`config.mk`:
```
export PLATFORM = sky130hd
export DESIGN_NAME = uim_token_phy_regs
export DESIGN_NICKNAME = d
export VERILOG_FILES = /design/src/core/uim_pkg.sv /design/src/core/uim_token_phy_regs.sv
export SDC_FILE = /design/constraint.sdc
export NUM_CORES = 1
export LEC_CHECK = 0
export ABC_AREA = 1
export BUFFER_PORTS_ARGS = -buffer_cell sky130_fd_sc_hd__buf_2
export CAP_MARGIN = 20
export CORE_MARGIN = 5
export CORE_UTILIZATION = 26
export CTS_CLUSTER_DIAMETER = 200
export DETAILED_ROUTE_END_ITERATION = 10
export PLACE_DENSITY = 0.41
export REMOVE_ABC_BUFFERS = 1
export SYNTH_ARGS = -nofsm -noshare
export SYNTH_HDL_FRONTEND = slang
export SYNTH_SLANG_ARGS = --single-unit
export TNS_END_PERCENT = 1
```
`constraint.sdc`:
```
create_clock -name clk_sys_in -period 6.55 [get_ports clk_sys_in]
set_input_delay 0.3275 -clock clk_sys_in [delete_from_list [all_inputs] [get_ports clk_sys_in]]
set_output_delay 0.3275 -clock clk_sys_in [all_outputs]
set_load 0.02 [all_outputs]
```
`src/core/uim_pkg.sv`:
```
// Purpose: constants for the usb interface manager token/phy registers
// Assumes: apb byte addresses, 32-bit data
// Notes: one aligned word per register
package uim_pkg;
    localparam int ADDR_W = 8; // apb address width
    localparam int DATA_W = 32; // apb data width
    // register byte offsets
    localparam logic [7:0] DEV_ADDR_OFS = 8'h08;
    localparam logic [7:0] FRAME_CNT_OFS = 8'h28;
    localparam logic [7:0] PID_OFS = 8'h2C;
    localparam logic [7:0] ENDP_OFS = 8'h30;
    localparam logic [7:0] SPECIAL_OFS = 8'h34;
    localparam logic [7:0] SESS_MASK_OFS = 8'h38;
    localparam logic [7:0] POWER_OFS = 8'h3C;
    localparam logic [7:0] XCVR_CTL_OFS = 8'h40;
    localparam logic [7:0] IRQ_STAT_OFS = 8'h44;
    localparam logic [7:0] IRQ_MASK_OFS = 8'h48;
    // field positions
    localparam int FRAME_W = 11; // frame counter width
    localparam int DEV_ADDR_W = 7; // device address width
    localparam int ENDP_VALID_BIT = 4; // endpoint valid flag
    localparam int POWER_VALID_BIT = 8; // power signalling valid
    localparam int PD_OFF_BIT = 18; // pulldown disable
    localparam int CAUSE_SE0_BIT = 13; // auto-resume was reset
    localparam int CAUSE_K_BIT = 12; // auto-resume was resume
    localparam int FILT_LSB = 8; // linestate delay field lsb
    localparam int FILT_MSB = 11; // linestate delay field msb
    localparam int SUSP_CTL_BIT = 7; // suspend controller resume
    localparam int CFG_LSB = 4; // config pins field lsb
    localparam int CFG_MSB = 6; // config pins field msb
    localparam logic [4:0] SPECIAL_TAG = 5'h10; // special endpoint or
    // writable bits of the control register
    localparam logic [31:0] XCVR_CTL_WMASK = 32'h0004_3FF0;
    // interrupt status bit positions
    localparam int IRQ_TOKEN = 0; // accepted token
    localparam int IRQ_SOF = 1; // start of frame seen
    localparam int IRQ_RES_K = 2; // auto-resume by k
    localparam int IRQ_RES_SE0 = 3; // auto-resume by se0
    localparam int IRQ_W = 4; // number of event bits
    // linestate codes
    localparam logic [1:0] LS_SE0 = 2'h0; // single ended zero
    localparam logic [1:0] LS_K = 2'h2; // k state
    // reset values
    localparam logic [31:0] REG_RST = 32'h0000_0000;
endpackage

```
`src/core/uim_token_phy_regs.sv`:
```
// Purpose: usb interface manager frame, token and phy control registers
// Assumes: apb slave, zero wait states, tokens already crc/pid checked
// Notes: one clock, synchronous active high reset
// Notes on behaviour
// - 11-bit frame counter, software read/write
// - last received packet identifier, read only
// - endpoint valid flag, zero after reset
// - copy of last token endpoint number
// - special endpoints delivered ORed with 0x10
// - 32-bit session flag mask, reset zero
// - power signalling data plus valid bit
// - control bit switches off port pulldowns
// - se0 auto-resume sets sticky reset flag
// - k auto-resume sets sticky resume flag
// - linestate change delayed two-to-field cycles
// - suspend controller resumes when bit set
// - config field drives transceiver config pins
// - only tokens matching device address pass
//
// The APB interface to the registers was decided locally.
`timescale 1ns/1ns
`default_nettype none
module uim_token_phy_regs #(
    parameter int DLY_CNT_W = 16 // width of the linestate delay counter
) (
    input wire logic clk_sys_in, // system clock, 250 MHz
    input wire logic reset_in, // synchronous reset, active high
    input wire logic psel_in, // apb select
    input wire logic penable_in, // apb enable
    input wire logic pwrite_in, // apb direction
    input wire logic [uim_pkg::ADDR_W-1:0] paddr_in, // apb address
    input wire logic [uim_pkg::DATA_W-1:0] pwdata_in, // apb write data
    output logic [uim_pkg::DATA_W-1:0] prdata_out, // apb read data
    output logic pready_out, // apb ready
    output logic pslverr_out, // apb error on unmapped address
    input wire logic tok_valid_in, // decoded token strobe
    input wire logic [3:0] tok_pid_in, // token packet identifier
    input wire logic [6:0] tok_addr_in, // token device address
    input wire logic [3:0] tok_endp_in, // token endpoint number
    input wire logic sof_valid_in, // start of frame strobe
    input wire logic [10:0] sof_frame_in, // frame number of sof
    output logic rx_valid_out, // receive port endpoint strobe
    output logic [4:0] rx_endp_out, // receive port endpoint
    input wire logic [1:0] linestate_in, // raw phy linestate
    output logic [1:0] linestate_filt_out, // filtered linestate
    input wire logic suspended_in, // link is in suspend
    output logic resume_out, // auto-resume pulse
    output logic first_byte_port_pd_off_out, // pulldowns off, port one
    output logic second_byte_port_pd_off_out, // pulldowns off, port two
    output logic [2:0] transceiver_config_pins_out, // phy config pins
    output logic [31:0] session_flag_mask_out, // session flag mask
    output logic [7:0] power_sig_data_out, // power signalling data
    output logic power_sig_valid_out, // power signalling valid
    output logic irq_out // level interrupt
);
    import uim_pkg::*;

    // block overview, in short:
    // - apb slave with zero wait states
    // - read data is captured in the setup cycle
    // - writes land on the access edge only
    // - token side filters on the device address
    // - accepted tokens update pid and endpoint
    // - receive port tags special endpoints
    // - linestate filter feeds the resume logic
    // - cause flags are sticky until written zero
    // - one level interrupt from status and mask

    logic [DEV_ADDR_W-1:0] dev_addr_ff; // programmed device address
    logic [FRAME_W-1:0] frame_cnt_ff; // frame counter
    logic [3:0] pid_ff; // last packet identifier
    logic [3:0] endp_ff; // last endpoint number
    logic endp_valid_ff; // endpoint holds a value
    logic [15:0] special_ff; // special endpoint mask
    logic [31:0] sess_mask_ff; // session flag mask
    logic [8:0] power_ff; // power valid and data
    logic [31:0] xcvr_ctl_ff; // transceiver control
    logic [IRQ_W-1:0] irq_stat_ff; // sticky event bits
    logic [IRQ_W-1:0] irq_mask_ff; // interrupt enables
    logic [DATA_W-1:0] prdata_ff; // read data, loaded at setup
    logic rx_valid_ff; // receive strobe
    logic [4:0] rx_endp_ff; // receive endpoint
    logic [1:0] ls_filt_ff; // filtered linestate
    logic [1:0] ls_cand_ff; // candidate linestate
    logic [DLY_CNT_W-1:0] ls_cnt_ff; // stability count
    logic resume_ff; // resume pulse
    logic wr_en; // apb write takes effect
    logic rd_setup; // apb read setup cycle
    logic tok_ok; // token accepted
    logic res_k; // auto-resume by k
    logic res_se0; // auto-resume by se0
    logic [IRQ_W-1:0] events; // event set vector
    logic [DLY_CNT_W-1:0] ls_limit; // filter length minus one

    // decode of an address onto a mapped register
    function automatic logic is_mapped(input logic [ADDR_W-1:0] a);
        case (a)
            DEV_ADDR_OFS, FRAME_CNT_OFS, PID_OFS, ENDP_OFS: is_mapped = 1'b1;
            SPECIAL_OFS, SESS_MASK_OFS, POWER_OFS: is_mapped = 1'b1;
            XCVR_CTL_OFS, IRQ_STAT_OFS, IRQ_MASK_OFS: is_mapped = 1'b1;
            default: is_mapped = 1'b0;
        endcase
    endfunction

    // write hit on one register
    function automatic logic wr_hit(input logic [ADDR_W-1:0] ofs);
        wr_hit = wr_en && (paddr_in == ofs);
    endfunction

    // zero wait states; writes land at the access edge
    assign wr_en = psel_in && penable_in && pwrite_in && is_mapped(paddr_in);
    assign rd_setup = psel_in && !penable_in && !pwrite_in;
    assign pready_out = 1'b1;
    assign pslverr_out = psel_in && penable_in && !is_mapped(paddr_in);
    assign prdata_out = prdata_ff;

    // token passes only on device address match
    assign tok_ok = tok_valid_in && (tok_addr_in == dev_addr_ff);

    // suspend controller resumes only while enabled
    assign res_k = xcvr_ctl_ff[SUSP_CTL_BIT] && suspended_in
        && (ls_filt_ff == LS_K);
    assign res_se0 = xcvr_ctl_ff[SUSP_CTL_BIT] && suspended_in
        && (ls_filt_ff == LS_SE0);

    // event vector for the interrupt status
    always_comb begin
        events = '0;
        events[IRQ_TOKEN] = tok_ok;
        events[IRQ_SOF] = sof_valid_in;
        events[IRQ_RES_K] = res_k;
        events[IRQ_RES_SE0] = res_se0;
    end

    // read path notes:
    // data is latched when psel rises with
    // penable low, so the access phase sees a
    // settled word and pready can stay high.
    // an unmapped address reads as zero.
    // reserved bits are never loaded, so they
    // stay zero from the clear at the top.
    // writes never touch this register.
    // read mux, sampled in the setup cycle
    always_ff @(posedge clk_sys_in) begin
        if (reset_in) begin
            prdata_ff <= REG_RST;
        end else if (rd_setup) begin
            prdata_ff <= REG_RST;
            case (paddr_in)
                DEV_ADDR_OFS: prdata_ff[DEV_ADDR_W-1:0] <= dev_addr_ff;
                FRAME_CNT_OFS: prdata_ff[FRAME_W-1:0] <= frame_cnt_ff;
                PID_OFS: prdata_ff[3:0] <= pid_ff;
                ENDP_OFS: prdata_ff[4:0] <= {endp_valid_ff, endp_ff};
                SPECIAL_OFS: prdata_ff[15:0] <= special_ff;
                SESS_MASK_OFS: prdata_ff <= sess_mask_ff;
                POWER_OFS: prdata_ff[8:0] <= power_ff;
                XCVR_CTL_OFS: prdata_ff <= xcvr_ctl_ff;
                IRQ_STAT_OFS: prdata_ff[IRQ_W-1:0] <= irq_stat_ff;
                IRQ_MASK_OFS: prdata_ff[IRQ_W-1:0] <= irq_mask_ff;
                default: prdata_ff <= REG_RST;
            endcase
        end
    end

    // device address, zero until enumerated
    always_ff @(posedge clk_sys_in) begin
        if (reset_in) begin
            dev_addr_ff <= '0;
        end else if (wr_hit(DEV_ADDR_OFS)) begin
            dev_addr_ff <= pwdata_in[DEV_ADDR_W-1:0];
        end
    end

    // frame counter notes:
    // the line is the authority on the frame,
    // so a start of frame beats software.
    // software may preset it before the first
    // frame, for tests or a resync.
    // both fields share one 11-bit counter.
    // frame counter: sof token wins over a software write
    always_ff @(posedge clk_sys_in) begin
        if (reset_in) begin
            frame_cnt_ff <= '0;
        end else if (sof_valid_in) begin
            frame_cnt_ff <= sof_frame_in;
        end else if (wr_hit(FRAME_CNT_OFS)) begin
            frame_cnt_ff <= pwdata_in[FRAME_W-1:0];
        end
    end

    // last pid and endpoint from each accepted token
    always_ff @(posedge clk_sys_in) begin
        if (reset_in) begin
            pid_ff <= '0;
            endp_ff <= '0;
            endp_valid_ff <= 1'b0;
        end else if (tok_ok) begin
            pid_ff <= tok_pid_in;
            endp_ff <= tok_endp_in;
            endp_valid_ff <= 1'b1;
        end
    end

    // receive port notes:
    // the strobe is high one cycle per token and
    // follows the accepted token by one edge.
    // the endpoint holds between strobes, so
    // a slow reader sees the last one.
    // tokens for other addresses give no sign.
    // receive port endpoint with special tag
    always_ff @(posedge clk_sys_in) begin
        if (reset_in) begin
            rx_valid_ff <= 1'b0;
            rx_endp_ff <= '0;
        end else begin
            rx_valid_ff <= tok_ok;
            if (tok_ok) begin
                rx_endp_ff <= {1'b0, tok_endp_in}
                    | (special_ff[tok_endp_in] ? SPECIAL_TAG : 5'h00);
            end
        end
    end

    // plain software registers
    always_ff @(posedge clk_sys_in) begin
        if (reset_in) begin
            special_ff <= '0;
            sess_mask_ff <= REG_RST;
            power_ff <= '0;
            irq_mask_ff <= '0;
        end else begin
            if (wr_hit(SPECIAL_OFS)) begin
                special_ff <= pwdata_in[15:0];
            end
            if (wr_hit(SESS_MASK_OFS)) begin
                sess_mask_ff <= pwdata_in;
            end
            if (wr_hit(POWER_OFS)) begin
                power_ff <= pwdata_in[POWER_VALID_BIT:0];
            end
            if (wr_hit(IRQ_MASK_OFS)) begin
                irq_mask_ff <= pwdata_in[IRQ_W-1:0];
            end
        end
    end

    // control register notes:
    // only the documented fields are writable;
    // the mask keeps reserved bits at zero.
    // a cause flag set in the same cycle as a
    // clearing write stays set, so an event is
    // never lost to a racing software clear.
    // writing one to a cause flag sets it,
    // which lets software test the handler.
    // transceiver control; cause flags set wins over clear
    always_ff @(posedge clk_sys_in) begin
        if (reset_in) begin
            xcvr_ctl_ff <= REG_RST;
        end else begin
            if (wr_hit(XCVR_CTL_OFS)) begin
                xcvr_ctl_ff <= pwdata_in & XCVR_CTL_WMASK;
            end
            if (res_se0) begin
                xcvr_ctl_ff[CAUSE_SE0_BIT] <= 1'b1;
            end
            if (res_k) begin
                xcvr_ctl_ff[CAUSE_K_BIT] <= 1'b1;
            end
        end
    end

    // sticky interrupt status, write one to clear, set wins
    always_ff @(posedge clk_sys_in) begin
        if (reset_in) begin
            irq_stat_ff <= '0;
        end else if (wr_hit(IRQ_STAT_OFS)) begin
            irq_stat_ff <= (irq_stat_ff & ~pwdata_in[IRQ_W-1:0]) | events;
        end else begin
            irq_stat_ff <= irq_stat_ff | events;
        end
    end

    // filter notes:
    // the counter width bounds the field; with
    // the default width every field value fits.
    // a new raw value restarts the count, so a
    // glitch shorter than the delay is dropped.
    // total latency is the delay plus the one
    // cycle in which the candidate is taken.
    // the limit is recomputed every cycle.
    // filter length: two to the field, minus one
    assign ls_limit = DLY_CNT_W'((32'h1 << xcvr_ctl_ff[FILT_MSB:FILT_LSB]) - 32'h1);

    // linestate filter: change must stand for the full delay
    always_ff @(posedge clk_sys_in) begin
        if (reset_in) begin
            ls_filt_ff <= '0;
            ls_cand_ff <= '0;
            ls_cnt_ff <= '0;
        end else if (linestate_in != ls_cand_ff) begin
            ls_cand_ff <= linestate_in; // restart on any new value
            ls_cnt_ff <= '0;
        end else if (ls_cand_ff != ls_filt_ff) begin
            if (ls_cnt_ff >= ls_limit) begin
                ls_filt_ff <= ls_cand_ff;
                ls_cnt_ff <= '0;
            end else begin
                ls_cnt_ff <= ls_cnt_ff + 1'b1;
            end
        end else begin
            ls_cnt_ff <= '0;
        end
    end

    // resume notes:
    // the pulse repeats while the line holds
    // k or se0 in suspend; the link layer is
    // expected to leave suspend on the first.
    // with the enable clear nothing happens.
    // resume high one cycle after each cycle of auto-resume
    always_ff @(posedge clk_sys_in) begin
        if (reset_in) begin
            resume_ff <= 1'b0;
        end else begin
            resume_ff <= res_k || res_se0;
        end
    end

    // output notes:
    // every output below is a flop or a plain
    // copy of one, except irq which is the and
    // of two flop vectors; no pin below sees a path
    // from an input within the same cycle.
    // outputs from register state
    assign rx_valid_out = rx_valid_ff;
    assign rx_endp_out = rx_endp_ff;
    assign linestate_filt_out = ls_filt_ff;
    assign resume_out = resume_ff;
    assign first_byte_port_pd_off_out = xcvr_ctl_ff[PD_OFF_BIT];
    assign second_byte_port_pd_off_out = xcvr_ctl_ff[PD_OFF_BIT];
    assign transceiver_config_pins_out = xcvr_ctl_ff[CFG_MSB:CFG_LSB];
    assign session_flag_mask_out = sess_mask_ff;
    assign power_sig_data_out = power_ff[7:0];
    assign power_sig_valid_out = power_ff[POWER_VALID_BIT];
    assign irq_out = |(irq_stat_ff & irq_mask_ff);
endmodule
`default_nettype wire

```
==> impl_summary.md, run 1 <==
Status
The flow ran to the end, and the final reports show no timing, DRC or antenna violations.

Timing
The worst setup skew after layout is between 10 and 15 ps. The final number of hold-violating endpoints is 0. The worst path needs approximately 3100 ps of the cycle, external delays included. Setup violations remaining at the end of the flow were counted as 0.

For this run, the top clock speed supported by timing is between 0.3 and 0.4 GHz. Setup repair after global routing left no endpoint under its margin. The fraction of the cycle the final worst path needs is 0.478. The accumulated negative setup slack is 0 ps. The final-report max-slew violation count came to 0. The transition at the pin with the smallest max-transition slack is between 1000 and 1500 ps. Headroom to the max-slew limit came out at 0.320.

Worst setup path
The worst setup path is captured at a flop. In this run the worst path has a maximum fanout of 16. The kind of start point of the critical path is a flop. STA puts the critical path data arrival time at 3460 ps.

At the worst endpoint, the required time is between 6000 and 7000 ps. In this run the register-to-register setup slack is roughly 3400 ps. The critical path class is reg2reg.

Synth
By area the synthesized netlist is led by sky130_fd_sc_hd__dfxtp_1 40%, sky130_fd_sc_hd__nand2_1 11%, sky130_fd_sc_hd__nor2_1 11%, sky130_fd_sc_hd__inv_1 5.9%, sky130_fd_sc_hd__o21ai_0 5.8%. The cell area that synthesis handed to floorplanning was about 7800 um2. In the synthesized netlist the async set-or-reset flop fraction comes to 0. Counting flops with a built-in enable in the synthesized netlist gives 0. The dominant synthesized flop cell is sky130_fd_sc_hd__dfxtp_1. Synthesis produced a netlist whose cell count is approximately 1,200. The post-synthesis cell type with the largest combined area is sky130_fd_sc_hd__dfxtp_1.

In this run, synthesis produced a sequential element count of roughly 160. The proportion of netlist area held by the largest area contributor is 0.403. The yosys synthesis warning count is 0. The share of synthesized area occupied by flip-flops and latches is 0.403. The synthesized area per cell is ~6.7 um2.

The netlist uses 37 different library cells.

Drt
The number of detailed-route iterations in the first pass is 5. After detailed routing, the number of remaining DRC violations is 0. Summing over every cut layer, the via total after detailed routing is roughly 7,700. The final layout contains routed wiring with a total length of 28,400 um. The residual antenna-violating net count after detailed routing is 0. In this run, the number of DRC markers left after iteration 0 of detailed routing was approximately 460. After detailed routing, the average wire length per cell comes to 16.7 um.

The via-per-instance ratio is between 4 and 5.

Placed design
The number of port buffers is approximately 160. Once detailed placement completed, the half-perimeter wirelength came to around 20,000 um. The global placement routability congestion is 0.850.

Clock network
The clock insertion delay at the later pin of the skew report is between 400 and 500 ps. Gates resized during post-CTS repair numbered 0. Hold repair after CTS inserted 0 buffers. The H-tree generated during clock tree synthesis spans 4 levels.

TritonCTS built the clock tree. After clock tree synthesis, the setup repair step added 0 buffers. Buffers inserted during clock tree synthesis total 17.

The clock transition at the registers of the reported paths is 70 ps. No sink is reached through more buffers than the 2 on the longest clock path. The sink count of the clock tree is about 160. The root buffer selected by CTS is sky130_fd_sc_hd__clkbuf_16.

Floorplan
The initial utilization of the core area, before any placement, comes to 0.264. The floorplan step defined a die boundary enclosing about 34,000 um2. approximately 170 I/O pins were placed. The core box area is 29,700 um2.

The die width is approximately 180 um. The site row count is 63. The die is around 180 um tall.

Cells and area
The area overhead of the layout relative to synthesis is 22.4%. The share of final-layout standard cells stronger than drive strength 1 is 0.172. For this run, the post-layout net count is 1,395.

Once layout is complete, the utilization of the core stands at 0.323. The commonest non-fill, non-tap cell in the layout is sky130_fd_sc_hd__nand2_1. The library cells used most frequently in the layout, excluding fill and tap cells, are 238 x sky130_fd_sc_hd__nand2_1, 225 x sky130_fd_sc_hd__nor2_1, 164 x sky130_fd_sc_hd__buf_2.

Flow run
Across the run, the number of max-cap violations was 0.

Power and ir drop
The power density over the cells is around 240 nW/um2. The standby leakage power is around 0.0045 uW. The worst-case IR drop observed on VDD is about 0.16 mV.

Global route
Entering global routing, the biggest net connects 76 pins. The number of global-route vias before repair was ~7,400. The total congestion overflow is 0. The initial antenna violation count is 2. The first global-routing pass estimated roughly 44,000 um of wire. The overall fraction of global-route tracks in use is 0.166.

Min path
The path category of the worst min-delay check is in2reg.
## metrics by stage
step | hold slack (ps) | instances | total power (uW) | cell area (um2) | worst slack (ps)
6_report | 124 | 1705 | 2260 | 9600 | 3420
5_1_grt | 119 | 1703 | 2350 | 9590 | 2830
4_1_cts | 106 | 1702 | 2290 | 9580 | 3370
3_3_place_gp | 449 | 1670 | 1140 | 8900 | 3390
3_5_place_dp | 454 | 1671 | 1140 | 8910 | 3370
2_1_floorplan | 397 | 1112 | 1070 | 7560 | 3780
## power breakdown
group / switching [uW] / internal, uW / total (uW) / leakage (uW)
combinational: 95.3 / 45.6 / 141 / 0.00287
clock: 416 / 725 / 1140 / 0.000318
sequential: 6.46 / 974 / 980 / 0.00128
total: 518 / 1740 / 2260 / 0.00446
## worst paths after layout
| path | from | endpoint | depth (start not counted) |
|---|---|---|---|
| min reg2reg | prdata_out[14] | prdata_out[14] | 2 |
| max | xcvr_ctl_ff[10] | ls_cnt_ff[11] | 16 |
| min | pwdata_in[17] | session_flag_mask_out[17] | 3 |
| max reg2reg | xcvr_ctl_ff[10] | ls_cnt_ff[11] | 16 |
## state kept, by name, summed over array words and instances (netlist names)
signal / count
dev_addr_ff: 7
endp_ff: 3
endp_valid_ff: 1
frame_cnt_ff: 11
irq_mask_ff: 4
irq_stat_ff: 4
linestate_filt_out: 2
ls_cand_ff: 2
ls_cnt_ff: 16
pid_ff: 4
power_ff: 9
prdata_out: 32
resume_out: 1
rx_endp_out: 2
rx_valid_out: 1
session_flag_mask_out: 32
special_ff: 16
xcvr_ctl_ff: 11
## Yosys cell counts (2+ instances only)
cell type / n
sky130_fd_sc_hd__nand2_4: 2
sky130_fd_sc_hd__buf_2: 6
sky130_fd_sc_hd__nor2_1: 226
sky130_fd_sc_hd__inv_1: 123
sky130_fd_sc_hd__buf_1: 2
sky130_fd_sc_hd__o211ai_1: 5
sky130_fd_sc_hd__xor2_1: 10
sky130_fd_sc_hd__inv_2: 2
sky130_fd_sc_hd__o2bb2ai_1: 2
sky130_fd_sc_hd__nand2_1: 238
sky130_fd_sc_hd__o21ai_0: 91
sky130_fd_sc_hd__nor2_4: 5
sky130_fd_sc_hd__dfxtp_1: 158
sky130_fd_sc_hd__nand2_2: 8
sky130_fd_sc_hd__o21ai_1: 15
sky130_fd_sc_hd__buf_4: 14
sky130_fd_sc_hd__o22ai_1: 15
sky130_fd_sc_hd__nand3b_1: 3
sky130_fd_sc_hd__buf_6: 3
sky130_fd_sc_hd__nand3_1: 62
sky130_fd_sc_hd__ha_1: 18
sky130_fd_sc_hd__a31oi_1: 4
sky130_fd_sc_hd__nand2_8: 2
sky130_fd_sc_hd__nor2_2: 4
sky130_fd_sc_hd__nand4_1: 11
sky130_fd_sc_hd__a21oi_1: 80
sky130_fd_sc_hd__xnor2_1: 4
sky130_fd_sc_hd__nor3_1: 15
sky130_fd_sc_hd__clkbuf_1: 30
## final cells by class
| class | instances | area (um2) |
|---|---|---|
| fill | 3317 | 20100 |
| inverter | 127 | 483 |
| timing repair buffer | 170 | 881 |
| multi-input combinational | 827 | 3920 |
| sequential | 158 | 3160 |
| antenna | 2 | 5.00 |
| tap | 390 | 488 |
| clock inverter | 10 | 210 |
| clock buffer | 21 | 450 |
## logic make-up (layout without fill, tap and decap cells)
family	Yosys count	count (layout)	synth area share
xor gates and xnor gates	14	14	0.0156
DFF	158	158	0.403
other	1	4	0.000478
and+or+nand+nor	579	579	0.311
buffers and inverters	182	328	0.0983
adders and majority gates	18	18	0.0287
AOI/OAI and AO/OA	214	214	0.143
## layer usage
layer / track usage / routed length, um / vias to the layer above
li1: - / - / 3985
met1: 0.229 / 13700 / 3537
met2: 0.261 / 12600 / 190
met3: 0.0388 / 1640 / 32
met4: 0.0486 / 501 / 2
met5: 0 / 13 / -
## worst max-delay path: stages (launching register included)
cell,delay [ps]
sky130_fd_sc_hd__dfxtp_1,520
sky130_fd_sc_hd__nor2_1,70
sky130_fd_sc_hd__inv_1,100
sky130_fd_sc_hd__nor2_1,60
sky130_fd_sc_hd__nand2_1,80
sky130_fd_sc_hd__ha_1,230
sky130_fd_sc_hd__nand3_1,90
sky130_fd_sc_hd__a31oi_1,170
sky130_fd_sc_hd__xor2_1,160
sky130_fd_sc_hd__ha_1,240
sky130_fd_sc_hd__nand2_1,80
sky130_fd_sc_hd__nor2_1,50
sky130_fd_sc_hd__nor3_1,120
sky130_fd_sc_hd__nand2_1,80
sky130_fd_sc_hd__nand2_1,70
sky130_fd_sc_hd__nand4_1,570
sky130_fd_sc_hd__nor3_1,320
Note: power is estimated with default switching activity, not from simulation.
==> inputs of run 2 (changes only) <==
--- a/config.mk
+++ b/config.mk
@@ -12,7 +12,7 @@
 export CORE_UTILIZATION = 26
 export CTS_CLUSTER_DIAMETER = 200
 export DETAILED_ROUTE_END_ITERATION = 10
-export PLACE_DENSITY = 0.41
+export PLACE_DENSITY = 0.43
 export REMOVE_ABC_BUFFERS = 1
 export SYNTH_ARGS = -nofsm -noshare
 export SYNTH_HDL_FRONTEND = slang
==> constraint.sdc (replaced) <==
create_clock -name clk_sys_in -period 2.7 [get_ports clk_sys_in]
set_input_delay 0.135 -clock clk_sys_in [delete_from_list [all_inputs] [get_ports clk_sys_in]]
set_output_delay 0.135 -clock clk_sys_in [all_outputs]
set_load 0.02 [all_outputs]
==> run 2 against run 1 <==
Power increased by 140%. Critical path depth decreased by 1. Register-to-register slack got worse by 3200 ps. First-iteration DRC count decreased by 8.8%. Final cell count increased by 2.7%. Clock skew increased by 2.3 ps. Die area unchanged. Wire length decreased by 0.27%. Highest routed layer is now met4.
==> impl_summary.md, run 2 (synthesized netlist as in run 1, its figures left out) <==
Timing
The peak clock frequency supported by timing is between 0.4 and 0.5 GHz. For the pin with the worst max-slew slack, the measured transition is 653 ps. Dividing the final minimum period by the clock period gives 0.900. The worst hold slack across all endpoints is approximately 16 ps. Setup repair after global routing left no endpoint under its margin.

The final number of setup-violating endpoints is 0. The worst-case headroom to the max-slew limit is 0.564. The final-report max-slew violation count is 0. Between clock sinks in the finished design, the worst skew comes to roughly 14 ps. For the final routed database, the setup TNS stands at 0 ps. The final number of hold-violating endpoints is 0.

The shortest period the worst path allows is 2430 ps.

Worst setup path
Together, buffers and inverters on the worst path number 1. STA classifies the critical path startpoint as a flop. Counting buffers and inverters, the worst setup path is 15 cells deep.

The most repeated library cell on the critical path is sky130_fd_sc_hd__nand2_1. The biggest cell delay along the critical path is 360 ps. The arrival time at the worst endpoint is 2790 ps. Among cell families on the critical path, the largest total delay comes from simple AND/OR/NAND/NOR gates. The slowest cell on the critical path is sky130_fd_sc_hd__dfxtp_2.

The required time of the critical path is about 3100 ps. Traced cell by cell, the critical path runs through nor2_1 -> nand2_1 -> ha_4 -> nand3_1 -> a31oi_1 -> xor2_1 -> ha_1 -> nand2_1 -> nor2_1 -> nor3_1 -> nand2_1 -> nand2_2 -> nand4_1 -> buf_6 -> nor3_1. The worst register-to-register path has a depth of 15.

The top fanout value on the critical path is 8. In this run the register-to-register setup slack is roughly 270 ps. The kind of capture point of the worst setup path is a flop. The critical path is of the reg2reg type.

Placed design
The global placement routability congestion is between 0.8 and 0.9. In this run the tool buffered the top-level ports with approximately 160 buffer cells. The post-DP HPWL is approximately 20,000 um.

Floorplan
The core region is 29,700 um2. ~170 I/O pins were placed. The effective utilization at floorplan is 0.264. From bottom edge to top edge, the die measures between 150 and 200 um. The die covers 33,700 um2. The initialized floorplan defines 63 standard-cell rows. From left edge to right edge, the die measures roughly 180 um.

Power and ir drop
The peak supply drop is a little over 0.4 mV. The total chip power is between 5000 and 6000 uW. For this design the ratio of total power to cell area is between 500 and 600 nW/um2. The standby leakage power is 0.00468 uW.

Global route
For this run the aggregate overflow at the end of global routing stands at 0. The pin count of the biggest net entering global routing is approximately 120. In the global route stage, overall resource usage came out at 0.164.

The first global-routing pass estimated around 43,000 um of wire. The number of global-route vias before repair was around 7,500. The initial antenna violation count is 0.

Drt
Summed over all layers, the routed wires come to about 28,000 um. After the first detailed-routing iteration, the DRC count stood at about 420. For this run, design rule violations remaining after detail routing come to 0. The detailed router placed approximately 8,000 vias in this run.

Dividing the detail-routed wire length by the instance count gives 16.2 um. The residual antenna-violating net count after detailed routing is 0. The number of detailed-route iterations in the first pass is 5. The via-per-instance ratio is 4.49.

Clock network
The maximum buffer depth of the clock tree is 2. The clock transition at the registers of the reported paths is about 70 ps. The cell sitting at the root of the clock tree is a sky130_fd_sc_hd__clkbuf_16.

The number of buffers created by CTS is 17. The clock tree synthesis step divided the H-tree into 4 levels. The clock insertion delay at the later pin of the skew report is around 440 ps. The sink count of the clock tree is about 160. The clock tree from TritonCTS is done.

Cells and area
The final cell utilization of the core is 0.339. The area overhead of the layout relative to synthesis is 28.3%. The number of diodes added for antenna fixing is 0. The commonest non-fill, non-tap cell in the layout is sky130_fd_sc_hd__nand2_1. The share of final-layout standard cells stronger than drive strength 1 is 0.190. The filler cell count in the final layout is approximately 3,300. The multi-input combinational cells in the finished layout cover a total of ~3900 um2. In the final layout, flip-flops and latches occupy between 3000 and 4000 um2. The top cell types in the final layout, fill and taps aside, are 236 x sky130_fd_sc_hd__nand2_1, 223 x sky130_fd_sc_hd__nor2_1, 164 x sky130_fd_sc_hd__buf_2. The final layout net count is 1,442.

Min path
In this run the worst hold path is classified as in2reg. The depth of the worst hold-timing path is 3.

Status
The flow ran to the end, and the final reports show no timing, DRC or antenna violations.

Flow run
Max-cap violations in this run came to 0.
==> run 2: changes by cell type in the layout (fill, tap and decap cells not counted), moves of 3 or more <==
cell                            before  now
sky130_fd_sc_hd__buf_4               4   21
sky130_fd_sc_hd__dlygate4sd3_1       0   29
sky130_fd_sc_hd__dfxtp_4             0    3
sky130_fd_sc_hd__clkbuf_1            3    0
sky130_fd_sc_hd__dfxtp_1           158  154
==> run 2: path summary, 6_finish.rpt <==
check                 start      endpoint
max          xcvr_ctl_ff[8]  ls_cnt_ff[8]
min reg2reg    ls_cnt_ff[0]  ls_cnt_ff[0]
max reg2reg  xcvr_ctl_ff[8]  ls_cnt_ff[8]
min           tok_pid_in[3]     pid_ff[3]
==> run 2: worst reg2reg max path, cell delays in order (launching register included) <==
cell	delay (ps)
sky130_fd_sc_hd__dfxtp_2	360
sky130_fd_sc_hd__nor2_1	200
sky130_fd_sc_hd__nand2_1	140
sky130_fd_sc_hd__ha_4	200
sky130_fd_sc_hd__nand3_1	80
sky130_fd_sc_hd__a31oi_1	50
sky130_fd_sc_hd__xor2_1	180
sky130_fd_sc_hd__ha_1	270
sky130_fd_sc_hd__nand2_1	80
sky130_fd_sc_hd__nor2_1	50
sky130_fd_sc_hd__nor3_1	120
sky130_fd_sc_hd__nand2_1	90
sky130_fd_sc_hd__nand2_2	70
sky130_fd_sc_hd__nand4_1	150
sky130_fd_sc_hd__buf_6	210
sky130_fd_sc_hd__nor3_1	110
==> run 2: layer usage <==
| layer | wire length [um] | up-vias | global-route usage | share of wire |
|---|---|---|---|---|
| met3 | 1600 | 12 | 0.0414 | 0.056 |
| li1 | - | 4090 | - | - |
| met2 | 13100 | 174 | 0.269 | 0.46 |
| met5 | 0 | - | 0 | 0 |
| met4 | 202 | 0 | 0.0304 | 0.0071 |
| met1 | 13500 | 3590 | 0.221 | 0.48 |
==> run 2: final cells by class <==
type | instances | share of cell area
clock inverter | 12 | 0.0180
inverter | 127 | 0.0480
multi-input combinational | 827 | 0.392
timing repair buffer | 217 | 0.131
clock buffer | 20 | 0.0464
tap | 390 | 0.0485
sequential | 158 | 0.316
==> run 2: what timing repair did <==
item	4_1_cts	5_1_grt
setup endpoints to repair	0	18
hold buffers	29	0
setup buffers	0	2
hold endpoints to repair	36	0
resized for setup	0	18
==> run 2: power by group <==
group | internal (uW) | switching (uW) | total [uW]
sequential | 2360 | 15.4 | 2370
clock | 1630 | 1050 | 2680
combinational | 146 | 237 | 383
total | 4140 | 1300 | 5440
==> run 2: per-stage QoR <==
| step | area (um2) | instances | setup slack [ps] |
|---|---|---|---|
| 2_1_floorplan | 7560 | 1112 | 44.4 |
| 6_report | 10100 | 1751 | 269 |
| 3_5_place_dp | 9050 | 1687 | 139 |
| 5_1_grt | 10100 | 1751 | 14.8 |
| 3_3_place_gp | 9050 | 1687 | 177 |
| 4_1_cts | 9990 | 1748 | 114 |
